## src/rcw_map.svh

```systemverilog
// Register indices, field positions, reset values and timing counts of the reset-cause block.
`ifndef RCW_MAP_SVH
`define RCW_MAP_SVH

`define RCW_IDX_CAUSE      2'h0
`define RCW_IDX_DBGRST     2'h1
`define RCW_IDX_OPT1       2'h2
`define RCW_IDX_OPT2       2'h3

`define RCW_CAUSE_POR      7
`define RCW_CAUSE_PIN      6
`define RCW_CAUSE_WDOG     5
`define RCW_CAUSE_ILLEGAL_OPCODE_FLAG     4
`define RCW_CAUSE_OSC      2
`define RCW_CAUSE_BROWN    1
`define RCW_CAUSE_POWERON  8'h82

`define RCW_OPT1_PERIOD_HI 7
`define RCW_OPT1_PERIOD_LO 6
`define RCW_OPT1_HALT_EN   5
`define RCW_OPT1_RESET     8'hC0
`define RCW_OPT1_RDMASK    8'hF3
`define RCW_OPT2_SRC       7
`define RCW_OPT2_WIN       6
`define RCW_OPT2_RESET     8'h00
`define RCW_OPT2_RDMASK    8'hC0
`define RCW_DBG_FORCE_BIT  0

`define RCW_SVC_FIRST      8'h55
`define RCW_SVC_SECOND     8'hAA

`define RCW_BUS_OVF1       19'h02000
`define RCW_BUS_OVF2       19'h10000
`define RCW_BUS_OVF3       19'h40000
`define RCW_BUS_WIN1       19'h01800
`define RCW_BUS_WIN2       19'h0C000
`define RCW_BUS_WIN3       19'h30000
`define RCW_LPO_OVF1       19'h00020
`define RCW_LPO_OVF2       19'h00100
`define RCW_LPO_OVF3       19'h00400

`define RCW_HOLD_CYCLES    5'h10

`endif

```

## src/rcw_pkg.sv

```systemverilog
// Types shared by the reset-cause and watchdog modules.
package rcw_pkg;
  typedef enum logic {RCW_RUN, RCW_HOLD} rcw_state_t;
  typedef logic [1:0]  rcw_period_t;
  typedef logic [18:0] rcw_count_t;
endpackage

```

## src/rcw_wdog_if.sv

```systemverilog
// Signals between the reset controller and its watchdog counter.
`timescale 1ns/1ps
`default_nettype none
interface rcw_wdog_if;
  rcw_pkg::rcw_period_t periodSel;
  logic                 srcBus;
  logic                 lpoTick;
  logic                 restart;
  logic                 timeout;
  logic                 windowOpen;
  modport ctrl (output periodSel, output srcBus, output lpoTick, output restart,
                input timeout, input windowOpen);
  modport wdog (input periodSel, input srcBus, input lpoTick, input restart,
                output timeout, output windowOpen);
endinterface
`default_nettype wire

```

## src/rcw_watchdog.sv

```systemverilog
// Watchdog counter with selectable source, overflow detection and service window.
`timescale 1ns/1ps
`default_nettype none
`include "rcw_map.svh"
module rcw_watchdog #(
  parameter rcw_pkg::rcw_count_t BUS_OVF1 = `RCW_BUS_OVF1,
  parameter rcw_pkg::rcw_count_t BUS_OVF2 = `RCW_BUS_OVF2,
  parameter rcw_pkg::rcw_count_t BUS_OVF3 = `RCW_BUS_OVF3,
  parameter rcw_pkg::rcw_count_t BUS_WIN1 = `RCW_BUS_WIN1,
  parameter rcw_pkg::rcw_count_t BUS_WIN2 = `RCW_BUS_WIN2,
  parameter rcw_pkg::rcw_count_t BUS_WIN3 = `RCW_BUS_WIN3
) (
  input wire logic clk_sys, // System bus clock.
  input wire logic reset_n, // Synchronous power-on reset, active low.
  rcw_wdog_if.wdog wd       // Control and status to the reset controller.
);
  rcw_pkg::rcw_count_t count_q;
  logic                tick;

  // Overflow count for a period setting; zero means disabled.
  function automatic rcw_pkg::rcw_count_t ovfOf(input rcw_pkg::rcw_period_t sel,
                                                 input logic bus);
    case (sel)
      2'h1:    ovfOf = bus ? BUS_OVF1 : `RCW_LPO_OVF1;
      2'h2:    ovfOf = bus ? BUS_OVF2 : `RCW_LPO_OVF2;
      2'h3:    ovfOf = bus ? BUS_OVF3 : `RCW_LPO_OVF3;
      default: ovfOf = 19'h00000;
    endcase
  endfunction

  // Window opening count; the slow source has no window, so it opens at zero.
  function automatic rcw_pkg::rcw_count_t winOf(input rcw_pkg::rcw_period_t sel,
                                                 input logic bus);
    case (sel)
      2'h1:    winOf = bus ? BUS_WIN1 : 19'h00000;
      2'h2:    winOf = bus ? BUS_WIN2 : 19'h00000;
      2'h3:    winOf = bus ? BUS_WIN3 : 19'h00000;
      default: winOf = 19'h00000;
    endcase
  endfunction

  // The bus source counts every edge, the slow source only on its tick.
  assign tick = (wd.periodSel != 2'h0) && (wd.srcBus || wd.lpoTick);
  assign wd.timeout = tick && (count_q == ovfOf(wd.periodSel, wd.srcBus) - 19'h00001);
  assign wd.windowOpen = count_q >= winOf(wd.periodSel, wd.srcBus);

  // Counter clears on reset, on restart and when disabled; it wraps at overflow.
  always_ff @(posedge clk_sys) begin
    if (!reset_n || wd.restart || wd.periodSel == 2'h0) begin
      count_q <= 19'h00000; // and
    end else if (wd.timeout) begin
      count_q <= 19'h00000;
    end else if (tick) begin
      count_q <= count_q + 19'h00001; // and
    end
  end
endmodule
`default_nettype wire

```

## src/rcw_reset_ctrl.sv

```systemverilog
// Reset-cause recorder, watchdog service, debug force reset and write-once system options.
//
// Functional notes
// - Reset cause register holds six read-only flags naming the last reset source.
// - A debug-forced reset leaves every reset cause flag cleared.
// - Watchdog service is 0x55 then 0xAA; with the watchdog enabled, any other write resets as watchdog.
// - Any write to the reset cause address restarts the watchdog; data not stored.
// - Power-on sets power-on flag bit 7 and brownout bit 1, clears the rest.
// - Low-voltage reset keeps power-on flag, sets brownout, clears the other flags.
// - Other resets set flags of active sources, clear the rest and power/brownout.
// - Bit 6 marks a reset from a low level on the external reset input.
// - Bit 5 marks a watchdog timeout; no such reset while watchdog is disabled.
// - Bit 4 marks illegal opcode, including blocked stop and blocked halt instruction.
// - Bit 2 marks external clock loss; bits 3 and 0 read zero.
// - Brownout bit 1 is set by low-voltage reset and by power-on.
// - Debug force reset register reads 0x00; program writes to it are ignored.
// - Debug host writing 1 to bit 0 of that register resets the device.
// - Options one is always readable; bits 3 and 2 read zero.
// - Options one takes only the first write after each reset.
// - Low-power halt enable resets to 0; stop while 0 is an illegal opcode reset.
// - Period 0 disables; bus clock periods 1..3 give 2^13, 2^16, 2^18 cycles.
// - Slow oscillator periods 1..3 give 2^5, 2^8, 2^10 cycles.
// - Bus-clock service window opens after 6144, 49152 or 196608 counts.
// - Write-once source select: 0 slow oscillator, 1 bus clock.
// - With window enabled on the bus clock source, any cause-address write in the first 75% resets.
`timescale 1ns/1ps
`default_nettype none
`include "rcw_map.svh"
module rcw_reset_ctrl #(
  parameter rcw_pkg::rcw_count_t BUS_OVF1 = `RCW_BUS_OVF1, // Overflow, bus period 1.
  parameter rcw_pkg::rcw_count_t BUS_OVF2 = `RCW_BUS_OVF2, // Overflow, bus period 2.
  parameter rcw_pkg::rcw_count_t BUS_OVF3 = `RCW_BUS_OVF3, // Overflow, bus period 3.
  parameter rcw_pkg::rcw_count_t BUS_WIN1 = `RCW_BUS_WIN1, // Window open, bus period 1.
  parameter rcw_pkg::rcw_count_t BUS_WIN2 = `RCW_BUS_WIN2, // Window open, bus period 2.
  parameter rcw_pkg::rcw_count_t BUS_WIN3 = `RCW_BUS_WIN3  // Window open, bus period 3.
) (
  input  wire logic       clk_sys,          // System bus clock.
  input  wire logic       reset_n,          // Power-on reset, synchronous, active low.
  input  wire logic [1:0] busAddr,          // Register index from the processor.
  input  wire logic       busWrite,         // Processor write strobe.
  input  wire logic       busRead,          // Processor read strobe.
  input  wire logic [7:0] busWrData,        // Processor write data.
  output logic      [7:0] busRdData,        // Registered read data.
  input  wire logic       dbgWrite,         // Debug host background write strobe.
  input  wire logic [1:0] dbgAddr,          // Debug host register index.
  input  wire logic [7:0] dbgWrData,        // Debug host write data.
  input  wire logic       slowOscTick,      // One-cycle pulse per slow oscillator period.
  input  wire logic       extReset_n,       // External reset input, active low.
  input  wire logic       lowVoltReset,     // Low-voltage reset request.
  input  wire logic       oscLost,          // Loss of external clock.
  input  wire logic       illegalOpcode,    // Unimplemented opcode executed.
  input  wire logic       haltInstrExec,    // Stop instruction executed.
  input  wire logic       bgndInstrExec,    // Background halt instruction executed.
  input  wire logic       debugModeEnable,  // Active background mode allowed.
  output logic            deviceReset,      // Device reset request, high while held.
  output logic            lowPowerHaltEnable // Stop mode allowed.
);
  rcw_wdog_if wdIf ();

  rcw_pkg::rcw_state_t state_q;
  logic [4:0] holdCnt_q;
  logic       deviceReset_q;
  logic [7:0] resetCause_q;
  logic [7:0] opt1_q;
  logic [7:0] opt2_q;
  logic       opt1Written_q;
  logic       opt2Written_q;
  logic       svcArmed_q;
  logic [7:0] busRdData_q;
  logic       running;
  logic       causeWrite;
  logic       watchdogEnable;
  logic       badService;
  logic       pinCause;
  logic       wdogCause;
  logic       ilopCause;
  logic       dbgCause;
  logic       anyCause;
  logic [7:0] nextCause;

  // Watchdog configuration comes from the write-once option registers.
  assign wdIf.periodSel = opt1_q[`RCW_OPT1_PERIOD_HI:`RCW_OPT1_PERIOD_LO];
  assign wdIf.srcBus    = opt2_q[`RCW_OPT2_SRC];
  assign wdIf.lpoTick   = slowOscTick;
  assign wdIf.restart   = causeWrite || !running; // and

  rcw_watchdog #(
    .BUS_OVF1 (BUS_OVF1),
    .BUS_OVF2 (BUS_OVF2),
    .BUS_OVF3 (BUS_OVF3),
    .BUS_WIN1 (BUS_WIN1),
    .BUS_WIN2 (BUS_WIN2),
    .BUS_WIN3 (BUS_WIN3)
  ) uWatchdog (
    .clk_sys (clk_sys),
    .reset_n (reset_n),
    .wd      (wdIf)
  );

  // Bus writes only act while the device is out of reset.
  assign running        = (state_q == rcw_pkg::RCW_RUN);
  assign causeWrite     = running && busWrite && busAddr == `RCW_IDX_CAUSE;
  assign watchdogEnable = (wdIf.periodSel != 2'h0);

  // A wrong value, a second byte without the first, or an early write in window mode.
  // The window only exists for the bus source, so the slow source is never early.
  assign badService = causeWrite && watchdogEnable && (
      (busWrData != `RCW_SVC_FIRST && busWrData != `RCW_SVC_SECOND) ||
      (busWrData == `RCW_SVC_SECOND && !svcArmed_q) ||
      (opt2_q[`RCW_OPT2_WIN] && !wdIf.windowOpen)); // and and

  // Reset sources sampled in the running state.
  assign pinCause  = !extReset_n;
  assign wdogCause = wdIf.timeout || badService;
  assign ilopCause = illegalOpcode ||
                     (haltInstrExec && !opt1_q[`RCW_OPT1_HALT_EN]) ||
                     (bgndInstrExec && !debugModeEnable); // and
  assign dbgCause  = dbgWrite && dbgAddr == `RCW_IDX_DBGRST &&
                     dbgWrData[`RCW_DBG_FORCE_BIT];
  assign anyCause  = pinCause || wdogCause || ilopCause || oscLost ||
                     lowVoltReset || dbgCause;

  // Cause pattern for a reset entered now; a debug force adds no flag of its own.
  always_comb begin
    nextCause = 8'h00; // and
    if (lowVoltReset) begin
      nextCause[`RCW_CAUSE_POR]   = resetCause_q[`RCW_CAUSE_POR];
      nextCause[`RCW_CAUSE_BROWN] = 1'b1;
    end else begin
      nextCause[`RCW_CAUSE_PIN]  = pinCause;
      nextCause[`RCW_CAUSE_WDOG] = wdogCause;
      nextCause[`RCW_CAUSE_ILLEGAL_OPCODE_FLAG] = ilopCause;
      nextCause[`RCW_CAUSE_OSC]  = oscLost;
    end
  end

  // Reset sequencer: any source starts a fixed hold; a low reset pin stretches it.
  always_ff @(posedge clk_sys) begin
    if (!reset_n) begin
      state_q       <= rcw_pkg::RCW_RUN;
      holdCnt_q     <= 5'h00;
      deviceReset_q <= 1'b0;
    end else begin
      case (state_q)
        rcw_pkg::RCW_RUN: begin
          if (anyCause) begin
            state_q       <= rcw_pkg::RCW_HOLD;
            holdCnt_q     <= `RCW_HOLD_CYCLES - 5'h01;
            deviceReset_q <= 1'b1;
          end
        end
        rcw_pkg::RCW_HOLD: begin
          if (pinCause) begin
            holdCnt_q <= `RCW_HOLD_CYCLES - 5'h01;
          end else if (holdCnt_q == 5'h00) begin
            state_q       <= rcw_pkg::RCW_RUN;
            deviceReset_q <= 1'b0;
          end else begin
            holdCnt_q <= holdCnt_q - 5'h01;
          end
        end
        default: begin
          state_q       <= rcw_pkg::RCW_RUN;
          deviceReset_q <= 1'b0;
        end
      endcase
    end
  end

  // The cause register is loaded once per reset and never by a bus write.
  always_ff @(posedge clk_sys) begin
    if (!reset_n) begin
      resetCause_q <= `RCW_CAUSE_POWERON; // and
    end else if (running && anyCause) begin
      resetCause_q <= nextCause; // and
    end
  end

  // Service sequence tracker; a reset drops any half-done sequence.
  always_ff @(posedge clk_sys) begin
    if (!reset_n || !running) begin
      svcArmed_q <= 1'b0;
    end else if (causeWrite) begin
      svcArmed_q <= (busWrData == `RCW_SVC_FIRST);
    end
  end

  // Option registers return to defaults on every reset, then take one write each.
  // Locking guards these settings against a runaway program rewriting them.
  always_ff @(posedge clk_sys) begin
    if (!reset_n || !running) begin
      opt1_q        <= `RCW_OPT1_RESET;
      opt1Written_q <= 1'b0;
    end else if (busWrite && busAddr == `RCW_IDX_OPT1 && !opt1Written_q) begin
      opt1_q        <= busWrData & `RCW_OPT1_RDMASK;
      opt1Written_q <= 1'b1; // and
    end
  end

  // Second option register holds the watchdog source and window bits, also write-once.
  always_ff @(posedge clk_sys) begin
    if (!reset_n || !running) begin
      opt2_q        <= `RCW_OPT2_RESET;
      opt2Written_q <= 1'b0;
    end else if (busWrite && busAddr == `RCW_IDX_OPT2 && !opt2Written_q) begin
      opt2_q        <= busWrData & `RCW_OPT2_RDMASK; // and
      opt2Written_q <= 1'b1;
    end
  end

  // Read data is registered; the debug force register always reads zero.
  always_ff @(posedge clk_sys) begin
    if (!reset_n) begin
      busRdData_q <= 8'h00;
    end else if (busRead) begin
      case (busAddr)
        `RCW_IDX_CAUSE:  busRdData_q <= resetCause_q;
        `RCW_IDX_DBGRST: busRdData_q <= 8'h00;
        `RCW_IDX_OPT1:   busRdData_q <= opt1_q & `RCW_OPT1_RDMASK;
        `RCW_IDX_OPT2:   busRdData_q <= opt2_q & `RCW_OPT2_RDMASK;
        default:         busRdData_q <= 8'h00;
      endcase
    end else begin
      busRdData_q <= 8'h00;
    end
  end

  // Outputs leave straight from their flip-flops.
  assign busRdData          = busRdData_q;
  assign deviceReset        = deviceReset_q;
  assign lowPowerHaltEnable = opt1_q[`RCW_OPT1_HALT_EN];
endmodule
`default_nettype wire

```

## config.mk

```make
export PLATFORM = sky130hd
export DESIGN_NAME = rcw_reset_ctrl
export DESIGN_NICKNAME = d
export VERILOG_FILES = /design/src/rcw_pkg.sv /design/src/rcw_wdog_if.sv /design/src/rcw_watchdog.sv /design/src/rcw_reset_ctrl.sv
export VERILOG_INCLUDE_DIRS = /design/src
export SDC_FILE = /design/constraint.sdc
export NUM_CORES = 1
export LEC_CHECK = 0
export ABC_AREA = 1
export BUFFER_PORTS_ARGS = -buffer_cell sky130_fd_sc_hd__buf_4
export CAP_MARGIN = 5
export CORE_ASPECT_RATIO = 0.5
export CORE_MARGIN = 3
export CORE_UTILIZATION = 40
export CTS_CLUSTER_DIAMETER = 30
export CTS_CLUSTER_SIZE = 10
export DETAILED_ROUTE_END_ITERATION = 7
export GPL_ROUTABILITY_DRIVEN = 0
export MAX_ROUTING_LAYER = met4
export SYNTH_ARGS = -nofsm -noshare
export SYNTH_HDL_FRONTEND = slang
export SYNTH_SLANG_ARGS = --single-unit
```

## constraint.sdc

```tcl
create_clock -name clk_sys -period 2.3 [get_ports clk_sys]
set_clock_uncertainty 0.15 [all_clocks]
set_input_delay 0.46 -clock clk_sys [delete_from_list [all_inputs] [get_ports clk_sys]]
set_output_delay 0.46 -clock clk_sys [all_outputs]
set_load 0.1 [all_outputs]
```

==> flow_metrics.tcl <==
set metrics [dict create \
    regArea_sq_um 1010 \
    wire_per_inst_um 12.1 \
    power_frac_comb_pct 13.4 \
    grt_overflow 0 \
    diodes 0 \
    max_freq_mhz 443 \
    synth-seq-area-share_pct 35.1 \
    initial_core_util_pct 42.0 \
    dp_hpwl_mm 5.14 \
    via_per_inst 4.86 \
    dp_cells 558 \
    yosysWarnings 0 \
    dieArea_sq_um 8230 \
    powerDensity_nw_per_um2 542 \
    switching_share_pct 25.5 \
    setup_viol 0 \
    start_kind "register" \
    rsz0062_at_grt "true" \
    fp.coreArea_sq_um 6780 \
    hold_class "primary input to register" \
    nets 521 \
    worst_setup_path_end_kind "register" \
    yosysUniqueCellTypes 36 \
    die_w_um 125 \
    clock-sinks 50 \
    period_minus_slack_ps 2260 \
    min_period_over_period_pct 98.2 \
    grt_use_total_pct 18.0 \
    clockBufferDepth 2 \
    h-tree-depth 2 \
    maxCapViolations 0 \
    p_sw_w 0.000517 \
    fillerInstances 665 \
    grt_pass1_vias 2601 \
    worstPathMaxFanout 4 \
    port_buffers 34 \
    syn-num-nets 457 \
    vias 2772 \
    slew_viol_final 0 \
    multi_input_area_sq_um 1710 \
    yosysTopAreaCell "dfxtp_1" \
    worst_ep_arrival_time_ps 2340 \
    crit_type "register to register" \
    yosys.area.top_type_share_pct 35.1 \
    synth_area_sq_um 2850 \
    rows 21 \
    die_h_um 65.7 \
    p_int_w 0.00151 \
    syn_to_final_growth_pct 31.1 \
    grt_max_degree 16 \
    drt_wl_total_mm 6.91 \
    p_leak_nw 1.63 \
    ir_drop_mv 0.319 \
    io_pins 43 \
    dr.pass1.iters 4 \
    synthCells 413 \
    cts_tree "built" \
    p_clk_share_pct 41.8 \
    drc_errors 0 \
    grt_pass1_wl_mm 11.8 \
    status "finished clean" \
    ys_seq_elements 50 \
    antenna_found_initial 0 \
    hold_slack_ps 248 \
    clockRootBuffer "clkbuf_16" \
    avgSynthCellArea_sq_um 6.90 \
    critPathRequiredTime_ps 2390 \
    synth_area_leaders "dfxtp_1, nand2_1, nor2_1" \
    hold_violations 0 \
    drive_above_1_share_pct 24.3 \
    cts_buffers 5 \
    ant_nets 0 \
    drtIter0Drc 156 \
    stdcell_count 570 \
    power_frac_seq_pct 44.8 \
    clock_latency_ps 300 \
    cts.clk_slew.worst_paths_ps 70 \
]
==> worst paths after layout <==
kind / start / endpoint / slack (ps) / cells after the start
setup / recovery: opt1_q[6]$_SDFFE_PP1P_ / holdCnt_q[4]$_SDFFE_PN0P_ / 40 / 17
hold / removal: lowVoltReset / resetCause_q[7]$_SDFFE_PN1P_ / 250 / 3
setup reg to reg: opt1_q[6]$_SDFFE_PP1P_ / holdCnt_q[4]$_SDFFE_PN0P_ / 40 / 17
hold reg to reg: opt1_q[0]$_SDFFE_PP0P_ / busRdData[0]$_SDFF_PN0_ / 290 / 2
==> power groups by stage <==
stage	logic [W]	registers [W]	clock network, W
after floorplan	0.000138	0.000952	0
after global placement	0.000258	0.000927	0
after detailed placement	0.000259	0.000927	0
after CTS	0.000261	0.000908	0.000863
after global routing	0.000304	0.000910	0.000899
final	0.000271	0.000907	0.000847
==> per-layer routing <==
metal,up-vias,GRT usage (%),share of wire [%]
met5,-,-,0
met4,0,4.32,0.98
met3,10,3.98,3.7
met2,47,28.9,45
met1,1252,23.5,51
li1,1463,-,-
==> per-stage QoR <==
stage | worst slack, ps | util, % | total power [W] | cell area [sq um] | setup TNS [ps]
floorplan | 158 | - | 0.00109 | 2850 | 0
global placement | -41.4 | 49.8 | 0.00118 | 3370 | -126
detailed placement | -51.4 | 49.8 | 0.00119 | 3370 | -168
CTS | 9.70 | 52.7 | 0.00203 | 3570 | 0
global route | -106 | 55.1 | 0.00211 | 3740 | -1550
finish | 42.3 | 55.1 | 0.00203 | 3740 | 0
==> cell usage in the layout (no fill, tap or decap), types with 3 or more instances in the layout <==
master,count
nand2_1,79
buf_4,61
nor2_1,60
inv_1,53
dfxtp_1,46
nand3_1,25
a21oi_1,20
o21ai_0,16
nor3_1,10
nand4_1,9
nand2_2,7
xor2_1,6
ha_1,6
nand3_4,5
o211ai_1,5
ha_4,5
clkbuf_16,5
nor2_4,4
xnor2_1,4
nor2_2,4
o21a_1,4
inv_4,3
inv_2,3
o21ai_1,3
a21oi_2,3
nand3b_1,3
dfxtp_4,3
==> layout make-up <==
cell class | count | share of cell area [%]
clock buffers | 6 | 3.45
flip-flops and latches | 50 | 27.1
repair buffers | 64 | 13.4
multi-input cells | 296 | 45.7
inverters | 60 | 6.23
well taps | 92 | 3.08
clock inverters | 2 | 1.00
==> critical path, cell delays in order (launching register included) <==
cell and delay (ps):
dfxtp_4 370, buf_4 160, nand3_4 90, inv_2 50
ha_4 260, nand3_1 70, nor2_1 90, nand2_1 60
nand2_1 90, nand2_1 50, nand2_1 70, nand2_1 70
nand2_2 120, nand4_1 130, buf_4 170, nand3_1 60
nand2_1 60, nor2_1 80
==> cells by family after synthesis <==
logic type | Yosys count | synth area share [%]
AOI/OAI and AO/OA | 57 | 11.3
xor gates and xnor gates | 10 | 3.07
adders and majority gates | 11 | 4.83
buffers and inverters | 67 | 9.84
DFF | 50 | 35.1
other | 1 | 0.132
and+or+nand+nor | 217 | 35.7
==> synthesized netlist by cell type, drive strengths merged <==
| library cell | number |
|---|---|
| nor4 | 2 |
| conb | 1 |
| xor2 | 6 |
| or2 | 1 |
| nor3 | 11 |
| nand3 | 32 |
| nand2 | 87 |
| a221oi | 2 |
| or3b | 1 |
| nand4 | 10 |
| dfxtp | 50 |
| ha | 11 |
| buf | 7 |
| nor3b | 2 |
| o211ai | 5 |
| o21ai | 19 |
| nor2 | 68 |
| xnor2 | 4 |
| a31oi | 2 |
| clkinv | 1 |
| inv | 59 |
| a211oi | 2 |
| o21a | 4 |
| nand3b | 3 |
| a21oi | 23 |
==> sequential cells by signal (all words and copies together) (netlist names) <==
signal and flops:
opt2_q 2, state_q 1, busRdData 7, holdCnt_q 5, resetCause_q 6, opt2Written_q 1, opt1_q 6, uWatchdog.count_q 19
svcArmed_q 1, deviceReset 1, opt1Written_q 1
==> timing repair <==
item / CTS / global route
buffers inserted: 2 / 2
pin swaps: 1 / 14
resized for setup: 6 / 29
endpoints found under the setup margin: 11 / 31
hold buffers: 0 / 0
(Power assumes the default switching activity.)
